--- src/pkg/bbfc_pkg.sv ---
// shared constants and types for the boot block flash host controller
package bbfc_pkg;
    // ==========================================================
    // command codes placed on the low data byte
    localparam logic [7:0] BBFC_CMD_ERASE_SETUP = 8'h20;
    localparam logic [7:0] BBFC_CMD_ERASE_GO    = 8'hD0;
    localparam logic [7:0] BBFC_CMD_PROG_SETUP  = 8'h40;
    localparam logic [7:0] BBFC_CMD_READ_ARRAY  = 8'hFF;
    // ==========================================================
    // status register bit positions
    localparam int BBFC_ST_READY   = 7;
    localparam int BBFC_ST_ESUSP   = 6;
    localparam int BBFC_ST_ERASE_E = 5;
    localparam int BBFC_ST_PROG_E  = 4;
    localparam int BBFC_ST_VPP_E   = 3;
    // ==========================================================
    // geometry
    localparam int          BBFC_ADDR_W    = 19;     // byte address
    localparam int          BBFC_DATA_W    = 16;
    localparam logic [18:0] BBFC_BOOT_SIZE = 19'h04000; // 16KB boot block
    localparam logic [15:0] BBFC_MASK_CMD  = 16'h00FF;
    localparam logic [15:0] BBFC_MASK_WORD = 16'hFFFF;
    localparam logic [15:0] BBFC_MASK_A_1  = 16'h8000; // dq15 carries a-1 in byte mode
    // ==========================================================
    // timing: times in ns, counts derived from the 40 ns clock
    localparam int BBFC_CLK_NS   = 40;
    localparam int BBFC_T_ACC_NS = 80;                // read access, least
    localparam int BBFC_T_WP_NS  = 50;                // write pulse, least
    localparam int BBFC_T_PD_NS  = 1000;              // power-down hold, least
    localparam int BBFC_SYNC_CYC = 2;
    localparam int BBFC_ACC_CYC  = (BBFC_T_ACC_NS + BBFC_CLK_NS - 1) / BBFC_CLK_NS;
    localparam int BBFC_WP_CYC   = (BBFC_T_WP_NS + BBFC_CLK_NS - 1) / BBFC_CLK_NS;
    localparam int BBFC_PD_CYC   = (BBFC_T_PD_NS + BBFC_CLK_NS - 1) / BBFC_CLK_NS;
    // ==========================================================
    // user operations
    typedef enum logic [2:0] {
        BBFC_OP_READ  = 3'h0,
        BBFC_OP_PROG  = 3'h1,
        BBFC_OP_ERASE = 3'h2,
        BBFC_OP_ID    = 3'h3,
        BBFC_OP_PDOWN = 3'h4
    } bbfc_op_t;
endpackage : bbfc_pkg

--- src/pkg/bbfc_cyc_if.sv ---
// carrier between the operation sequencer and the pin cycle engine
`timescale 1ns/1ps
`default_nettype none
interface bbfc_cyc_if;
    logic        req;    // one-cycle pulse, only while engine idle
    logic        wr;     // 1 write cycle, 0 read cycle
    logic [17:0] addr;   // word address pins
    logic [15:0] wdata;
    logic [15:0] oe_mask;
    logic        done;   // one-cycle pulse
    logic [15:0] rdata;
    modport seq (output req, output wr, output addr, output wdata, output oe_mask,
                 input done, input rdata);
    modport engine (input req, input wr, input addr, input wdata, input oe_mask,
                    output done, output rdata);
endinterface : bbfc_cyc_if
`default_nettype wire

--- src/rtl/bbfc_cycle.sv ---
// pin cycle engine: one read or write bus cycle on the flash pins
`timescale 1ns/1ps
`default_nettype none
module bbfc_cycle
    import bbfc_pkg::*;
(
    input  wire logic        sys_clk,
    input  wire logic        rst,
    bbfc_cyc_if.engine       cy,
    input  wire logic [15:0] dq_i,
    output logic             ce_n,
    output logic             oe_n,
    output logic             we_n,
    output logic [17:0]      addr,
    output logic [15:0]      dq_o,
    output logic [15:0]      dq_oe
);
    typedef enum logic [2:0] {E_IDLE = 3'b001, E_ACT = 3'b010, E_REC = 3'b100} bbfc_est_t;
    localparam logic [3:0] WR_LOAD = 4'(BBFC_WP_CYC - 1);
    localparam logic [3:0] RD_LOAD = 4'(BBFC_ACC_CYC + BBFC_SYNC_CYC - 1);

    bbfc_est_t   st_q;
    logic [3:0]  cnt_q;
    logic [15:0] s1_q, s2_q;
    logic        wr_q;

    // ==========================================================
    // pin input synchroniser, the first stage feeds only the second
    always_ff @(posedge sys_clk)
    begin
        s1_q <= dq_i;
        s2_q <= s1_q;
    end

    // ==========================================================
    // cycle sequence; strobes rise together so ce and we agree on the latch edge
    always_ff @(posedge sys_clk)
    begin
        if (rst)
        begin
            st_q     <= E_IDLE;
            cnt_q    <= '0;
            wr_q     <= 1'b0;
            ce_n     <= 1'b1;
            oe_n     <= 1'b1;
            we_n     <= 1'b1;
            addr     <= '0;
            dq_o     <= '0;
            dq_oe    <= '0;
            cy.done  <= 1'b0;
            cy.rdata <= '0;
        end
        else
        begin
            cy.done <= 1'b0;
            case (st_q)
                E_IDLE:
                begin
                    if (cy.req)
                    begin
                        st_q  <= E_ACT;
                        wr_q  <= cy.wr;
                        ce_n  <= 1'b0;
                        we_n  <= ~cy.wr;
                        oe_n  <= cy.wr;           // reads: we high, ce and oe low
                        addr  <= cy.addr;
                        dq_o  <= cy.wdata;
                        dq_oe <= cy.oe_mask;
                        cnt_q <= cy.wr ? WR_LOAD : RD_LOAD;
                    end
                end
                E_ACT:
                begin
                    if (cnt_q == 4'h0)
                    begin
                        ce_n <= 1'b1;             // rising edge latches command or data
                        we_n <= 1'b1;
                        oe_n <= 1'b1;
                        if (!wr_q)
                            cy.rdata <= s2_q;
                        st_q <= E_REC;
                    end
                    else
                        cnt_q <= cnt_q - 4'h1;
                end
                E_REC:
                begin
                    dq_oe   <= '0;                // data held one cycle past the latch edge
                    cy.done <= 1'b1;
                    st_q    <= E_IDLE;
                end
                default: st_q <= E_IDLE;
            endcase
        end
    end
endmodule : bbfc_cycle
`default_nettype wire

--- src/rtl/bbfc_host.sv ---
// host-side controller driving a boot block flash through its pins
`timescale 1ns/1ps
`default_nettype none
// Operation
// - host holds boot unlock for the whole boot program or erase
// - host holds programming supply high during program and erase
// - program data cycle follows directly after setup code 40h
// - host issues read-array ffh after every program or erase
// - reads hold write enable high, chip and output enable low
module bbfc_host
    import bbfc_pkg::*;
#(
    parameter bit BOOT_TOP = 1'b1,       // boot block at top of address space
    parameter int PD_CYC   = BBFC_PD_CYC
)
(
    input  wire logic        sys_clk,
    input  wire logic        rst,
    input  wire logic        cmd_valid,
    output logic             cmd_ready,
    input  wire logic [2:0]  cmd_op,
    input  wire logic [18:0] cmd_addr,
    input  wire logic [15:0] cmd_data,
    input  wire logic        cmd_word,
    output logic             rsp_valid,
    output logic [15:0]      rsp_data,
    output logic [7:0]       rsp_status,
    output logic             rsp_error,
    output logic             ce_n,
    output logic             oe_n,
    output logic             we_n,
    output logic [17:0]      addr,
    output logic [15:0]      dq_o,
    output logic [15:0]      dq_oe,
    input  wire logic [15:0] dq_i,
    output logic             byte_n,
    output logic             reset_powerdown_n,
    output logic             unlock_super_voltage,
    output logic             boot_unlock,
    output logic             vpp_high,
    output logic             id_super_voltage
);
    typedef enum logic [6:0] {
        S_IDLE    = 7'b0000001,
        S_SETUP   = 7'b0000010,
        S_SECOND  = 7'b0000100,
        S_POLL    = 7'b0001000,
        S_RESTORE = 7'b0010000,
        S_READ    = 7'b0100000,
        S_PD      = 7'b1000000
    } bbfc_st_t;

    bbfc_cyc_if cy ();

    bbfc_st_t    st_q;
    logic        req_q, wr_q;
    logic [17:0] caddr_q;
    logic [15:0] wdata_q, mask_q;
    logic [18:0] uaddr_q;
    logic [15:0] udata_q;
    logic        word_q, erase_q;
    logic [31:0] pd_cnt_q;

    assign cy.req     = req_q;
    assign cy.wr      = wr_q;
    assign cy.addr    = caddr_q;
    assign cy.wdata   = wdata_q;
    assign cy.oe_mask = mask_q;

    // ==========================================================
    // boot block decode and bus width placement
    wire [18:0] boot_lo    = BOOT_TOP ? (19'h7FFFF - BBFC_BOOT_SIZE + 19'h00001) : 19'h00000;
    wire        in_boot    = (cmd_addr >= boot_lo) &&
                             (cmd_addr <= boot_lo + BBFC_BOOT_SIZE - 19'h00001);
    wire        lsb_pin    = ~word_q & uaddr_q[0];   // a-1 rides on dq15 in byte mode
    wire [15:0] a1_mask    = word_q ? 16'h0000 : BBFC_MASK_A_1;
    wire [15:0] cmd_wdata  = {lsb_pin, 15'h0000};
    wire [15:0] arr_wdata  = word_q ? udata_q : {lsb_pin, 7'h00, udata_q[7:0]};
    wire [15:0] arr_mask   = word_q ? BBFC_MASK_WORD : (BBFC_MASK_CMD | BBFC_MASK_A_1);
    wire [15:0] cmd_mask   = BBFC_MASK_CMD | a1_mask;  // commands on low byte only
    wire        dev_ready  = cy.rdata[BBFC_ST_READY];
    wire        any_err    = cy.rdata[BBFC_ST_VPP_E] | cy.rdata[BBFC_ST_PROG_E] |
                             cy.rdata[BBFC_ST_ERASE_E];
    wire [2:0]  op         = cmd_op;

    bbfc_cycle u_cycle (
        .sys_clk (sys_clk),
        .rst     (rst),
        .cy      (cy.engine),
        .dq_i    (dq_i),
        .ce_n    (ce_n),
        .oe_n    (oe_n),
        .we_n    (we_n),
        .addr    (addr),
        .dq_o    (dq_o),
        .dq_oe   (dq_oe)
    );

    // ==========================================================
    // operation sequencer; busy device only ever sees status reads
    always_ff @(posedge sys_clk)
    begin
        if (rst)
        begin
            st_q                 <= S_IDLE;
            req_q                <= 1'b0;
            wr_q                 <= 1'b0;
            caddr_q              <= '0;
            wdata_q              <= '0;
            mask_q               <= '0;
            uaddr_q              <= '0;
            udata_q              <= '0;
            word_q               <= 1'b0;
            erase_q              <= 1'b0;
            pd_cnt_q             <= '0;
            cmd_ready            <= 1'b0;
            rsp_valid            <= 1'b0;
            rsp_data             <= '0;
            rsp_status           <= '0;
            rsp_error            <= 1'b0;
            byte_n               <= 1'b0;
            reset_powerdown_n    <= 1'b1;
            unlock_super_voltage <= 1'b0;
            boot_unlock          <= 1'b0;
            vpp_high             <= 1'b0;
            id_super_voltage     <= 1'b0;
        end
        else
        begin
            req_q     <= 1'b0;
            rsp_valid <= 1'b0;
            case (st_q)
                S_IDLE:
                begin
                    cmd_ready <= 1'b1;
                    if (cmd_valid && cmd_ready)
                    begin
                        cmd_ready <= 1'b0;
                        uaddr_q   <= cmd_addr;
                        udata_q   <= cmd_data;
                        word_q    <= cmd_word;
                        byte_n    <= cmd_word;
                        caddr_q   <= cmd_addr[18:1];
                        mask_q    <= cmd_word ? 16'h0000 : BBFC_MASK_A_1;
                        wdata_q   <= {~cmd_word & cmd_addr[0], 15'h0000};
                        erase_q   <= (op == BBFC_OP_ERASE);
                        if (op == BBFC_OP_PDOWN)
                        begin
                            reset_powerdown_n <= 1'b0;
                            pd_cnt_q          <= 32'(PD_CYC);
                            st_q              <= S_PD;
                        end
                        else if (op == BBFC_OP_PROG || op == BBFC_OP_ERASE)
                        begin
                            vpp_high    <= 1'b1;
                            boot_unlock <= in_boot;
                            wr_q        <= 1'b1;
                            req_q       <= 1'b1;
                            mask_q      <= BBFC_MASK_CMD | (cmd_word ? 16'h0000 : BBFC_MASK_A_1);
                            wdata_q[7:0] <= (op == BBFC_OP_ERASE) ? BBFC_CMD_ERASE_SETUP
                                                                   : BBFC_CMD_PROG_SETUP;
                            st_q        <= S_SETUP;
                        end
                        else
                        begin
                            id_super_voltage <= (op == BBFC_OP_ID);
                            wr_q             <= 1'b0;
                            req_q            <= 1'b1;
                            st_q             <= S_READ;
                        end
                    end
                end
                S_SETUP:
                begin
                    if (cy.done)
                    begin
                        // second cycle follows directly, no other cycle between
                        req_q <= 1'b1;
                        wr_q  <= 1'b1;
                        if (erase_q)
                        begin
                            wdata_q <= cmd_wdata | {8'h00, BBFC_CMD_ERASE_GO};
                            mask_q  <= cmd_mask;
                        end
                        else
                        begin
                            wdata_q <= arr_wdata;
                            mask_q  <= arr_mask;
                        end
                        st_q <= S_SECOND;
                    end
                end
                S_SECOND:
                begin
                    if (cy.done)
                    begin
                        // device now answers reads with status
                        req_q  <= 1'b1;
                        wr_q   <= 1'b0;
                        mask_q <= a1_mask;
                        st_q   <= S_POLL;
                    end
                end
                S_POLL:
                begin
                    if (cy.done)
                    begin
                        if (!dev_ready)
                            req_q <= 1'b1;                      // only status reads while busy
                        else
                        begin
                            rsp_status <= cy.rdata[7:0];
                            rsp_error  <= any_err;
                            req_q      <= 1'b1;
                            wr_q       <= 1'b1;
                            wdata_q    <= cmd_wdata | {8'h00, BBFC_CMD_READ_ARRAY};
                            mask_q     <= cmd_mask;
                            st_q       <= S_RESTORE;
                        end
                    end
                end
                S_RESTORE:
                begin
                    if (cy.done)
                    begin
                        vpp_high    <= 1'b0;
                        boot_unlock <= 1'b0;                    // held until completion
                        rsp_data    <= '0;
                        rsp_valid   <= 1'b1;
                        st_q        <= S_IDLE;
                    end
                end
                S_READ:
                begin
                    if (cy.done)
                    begin
                        // data is driven only while ce and oe are low
                        rsp_data         <= word_q ? cy.rdata : {8'h00, cy.rdata[7:0]};
                        rsp_error        <= 1'b0;
                        id_super_voltage <= 1'b0;
                        rsp_valid        <= 1'b1;
                        st_q             <= S_IDLE;
                    end
                end
                S_PD:
                begin
                    if (pd_cnt_q == 32'h0000_0000)
                    begin
                        reset_powerdown_n <= 1'b1;              // device wakes in array read
                        rsp_status        <= '0;
                        rsp_error         <= 1'b0;
                        rsp_valid         <= 1'b1;
                        st_q              <= S_IDLE;
                    end
                    else
                        pd_cnt_q <= pd_cnt_q - 32'h0000_0001;
                end
                default: st_q <= S_IDLE;
            endcase
        end
    end

    // unlock super-voltage is not used; the unlock pin carries boot protection
    wire unused_ok = unlock_super_voltage & uaddr_q[18];
endmodule : bbfc_host
`default_nettype wire

--- config.mk ---
export PLATFORM = sky130hd
export DESIGN_NAME = bbfc_host
export DESIGN_NICKNAME = d
export VERILOG_FILES = /design/src/pkg/bbfc_pkg.sv /design/src/pkg/bbfc_cyc_if.sv /design/src/rtl/bbfc_cycle.sv /design/src/rtl/bbfc_host.sv
export SDC_FILE = /design/constraint.sdc
export NUM_CORES = 1
export LEC_CHECK = 0
export ABC_AREA = 1
export BUFFER_PORTS_ARGS = -buffer_cell sky130_fd_sc_hd__buf_2
export CORE_MARGIN = 10
export CORE_UTILIZATION = 35
export DETAILED_ROUTE_END_ITERATION = 8
export HOLD_SLACK_MARGIN = 0.05
export SYNTH_ARGS = -nofsm -noshare
export SYNTH_HDL_FRONTEND = slang
export SYNTH_HIERARCHICAL = 1
export SYNTH_SLANG_ARGS = --single-unit
--- constraint.sdc ---
create_clock -name sys_clk -period 4.7 [get_ports sys_clk]
set_input_delay 0.705 -clock sys_clk [delete_from_list [all_inputs] [get_ports sys_clk]]
set_output_delay 0.705 -clock sys_clk [all_outputs]
set_load 0.02 [all_outputs]
==> results_dict.tcl <==
set metrics [dict create \
    status "finished clean" \
    worstSetupPathType "register to register" \
    power_density_mw_per_mm2 505 \
    synthCells 1354 \
    num-fill-cells 2904 \
    grt_overflow 0 \
    worst-path-max-fanout 15 \
    ir_drop_v 0.000255 \
    grt_pass1_vias 8418 \
    yosys_most_used_dff "dfxtp_1" \
    postCtsSetupBuffers 0 \
    place_congestion 0.915 \
    drc 0 \
    hold_viol 0 \
    synth_edf_count 0 \
    vias 8856 \
    drt_pass1_iterations 5 \
    initial_utilization_pct 35.5 \
    max_freq_mhz 375 \
    rsz0062_at_grt "no" \
    cts_resized 0 \
    async_flop_share_pct 0 \
    synthesis.nets 1415 \
    place_area_mm2 0.0108 \
    synth_area_per_cell_um2 7.30 \
    syn_to_final_growth_pct 17.2 \
    drt-total-wl_mm 26.6 \
    die_h_um 188 \
    setup_violations 0 \
    viasPerCell 4.75 \
    clock_latency_ns 0.52 \
    path_clk_slew_ns 0.06 \
    dp_hpwl_mm 18.6 \
    min_path_type "primary input to register" \
    cts.htree.levels 1 \
    clock_sinks 238 \
    grt_max_degree 94 \
    yosysSeqAreaShare_pct 48.2 \
    arrival_ns 3.02 \
    cts_hold_buf 0 \
    timing.final.crit_share_pct 56.7 \
    antenna_found_initial 0 \
    num_rows 61 \
    leakage_nw 5.16 \
    yosys_warnings 6 \
    cts_root_buf "clkbuf_16" \
    crit_required_ns 5.05 \
    die-area_mm2 0.0354 \
    setup_tns_ns 0 \
    fin_crit_ns 2.67 \
    max_cap_viol_count 0 \
    tightestPinTransition_ns 1.17 \
    fin_skew_ns 0.0113 \
    coreArea_mm2 0.0279 \
    layout-drive-gt1-share_pct 16.6 \
    synth_cell_types 45 \
    track_usage_pct 14.4 \
    finalMaxSlewViolations 0 \
    drtIter0Drc 586 \
    port-buffer-count 142 \
    yosys_register_bits 238 \
    cts_tree "done" \
    postRouteAntennaNets 0 \
    wl_per_cell_um 14.3 \
    syn_area_mm2 0.00989 \
    start_kind "register" \
    final_cell_area_mm2 0.0116 \
    clockBufferDepth 3 \
    cts_buffers 26 \
    crit_path_end_kind "register" \
    slew_headroom_pct 21.6 \
    nets 1530 \
    ios 144 \
    die_x_um 188 \
    diodes 0 \
    grt_pass1_wl_mm 43.4 \
]
worst max-delay path: stages, from the launching register on:
cell	delay (ns)
dfxtp_1	0.35
nor2_2	0.18
nand2_2	0.14
nor2_1	0.71
nand2_1	0.21
o21ai_2	0.27
clkinv_1	0.41
nand2_1	0.15
a21oi_1	0.07
synthesized netlist by cell type (3+ instances only):
cell type	instances	area share, %
a21oi_1	114	5.8
a21oi_2	15	1.3
buf_1	5	0.19
buf_2	10	0.51
buf_4	8	0.61
buf_6	8	0.91
clkbuf_1	22	0.84
clkbuf_2	3	0.15
dfxtp_1	238	48
ha_1	3	0.38
inv_1	91	3.5
inv_2	7	0.27
nand2_1	309	12
nand2_2	6	0.38
nand3_1	81	4.1
nand4_1	14	0.89
nor2_1	261	9.9
nor2_2	9	0.57
nor2_4	5	0.57
nor3_1	5	0.25
nor3b_2	3	0.38
o21ai_0	85	4.3
o21ai_1	12	0.61
o21bai_1	5	0.38
or2_2	3	0.19
xor2_1	8	0.71
sequential cells by signal, summed over array words and instances, names as in the netlist, 16 cells and up:
name and cells:
cy.wdata 16, u_cycle/addr 18, u_cycle/dq_o 16, u_cycle/cy.rdata 16, rsp_data 16, u_cycle/s2_q 16
u_cycle/dq_oe 16, caddr_q 18, udata_q 16, pd_cnt_q 32, u_cycle/s1_q 16
cells in the final DEF, fill, tap and decap left out, types with 3 or more instances in the layout:
master and instances:
xor2_1 8, o21ai_0 85, buf_2 141, clkbuf_16 27, nand4_1 14, buf_4 4, nor2_1 261, clkinv_2 5
o21ai_1 12, nand2_1 309, inv_2 7, or2_2 3, clkbuf_8 5, a21oi_2 15, ha_1 3, nor2_4 5
dfxtp_1 238, inv_1 91, nor3b_2 3, a21oi_1 114, clkbuf_1 3, o21bai_1 5, nand2_2 6, nor2_2 9
nor3_1 5, nand3_1 80
cell type report:
| type | instances | area [µm²] | area share [%] |
|---|---|---|---|
| repair buffers | 145 | 736 | 6.35 |
| inverters | 102 | 393 | 3.39 |
| multi-input cells | 956 | 4390 | 37.9 |
| flip-flops and latches | 238 | 4760 | 41.1 |
| well taps | 378 | 473 | 4.08 |
| clock buffers | 35 | 756 | 6.52 |
| clock inverters | 9 | 80.1 | 0.691 |
cells by family (layout without fill, tap and decap cells):
group	Yosys count	in the layout	share of synthesized area, %
adder cells (fa/ha/maj)	3	3	0.380
AND/OR/NAND/NOR	703	703	29.9
other	1	1	0.0379
buffers and inverters	160	291	7.48
AO/OA/AOI/OAI	239	239	13.1
flip-flops	238	238	48.2
XOR/XNOR	10	10	0.886
path summary, 6_finish.rpt:
| path | from | endpoint | slack [ns] | cells past startpoint |
|---|---|---|---|---|
| worst min register to register | u_cycle/s1_q[7] | u_cycle/s2_q[7] | 0.32 | 0 |
| worst max register to register | st_q[0] | rsp_data[1] | 2.03 | 8 |
| worst max-delay path | st_q[0] | rsp_data[1] | 2.03 | 8 |
| worst min-delay path | dq_i[0] | u_cycle/s1_q[0] | 0.28 | 1 |
per-layer routing:
metal / vias to the layer above / GRT usage [%] / wire [µm]
met5: - / 0 / 0
met1: 4025 / 19.3 / 12600
met3: 45 / 3.54 / 1880
met4: 0 / 4.06 / 629
li1: 4553 / - / -
met2: 233 / 22.3 / 11500
through the flow:
| step | std cells | setup WS [ns] | utilization (%) | total power, mW | hold WS, ns |
|---|---|---|---|---|---|
| final | 1863 | 2.03 | 41.6 | 5.86 | 0.283 |
| after global routing | 1863 | 1.65 | 41.6 | 6.24 | 0.263 |
| after CTS | 1863 | 2.03 | 41.6 | 5.91 | 0.261 |
| after detailed placement | 1819 | 1.95 | 38.6 | 3.90 | 0.313 |
| after global placement | 1819 | 1.98 | 38.6 | 3.89 | 0.310 |
| after floorplan | 1354 | 2.80 | - | 3.55 | 0.310 |
power breakdown:
| part | leakage [nW] | total [mW] | switching [mW] | internal (mW) |
|---|---|---|---|---|
| sequential | 1.94 | 2.32 | 0.121 | 2.20 |
| clock | 0.414 | 1.98 | 0.808 | 1.18 |
| combinational | 2.81 | 1.55 | 1.06 | 0.492 |
No activity file was read; power rests on OpenSTA's default activity.
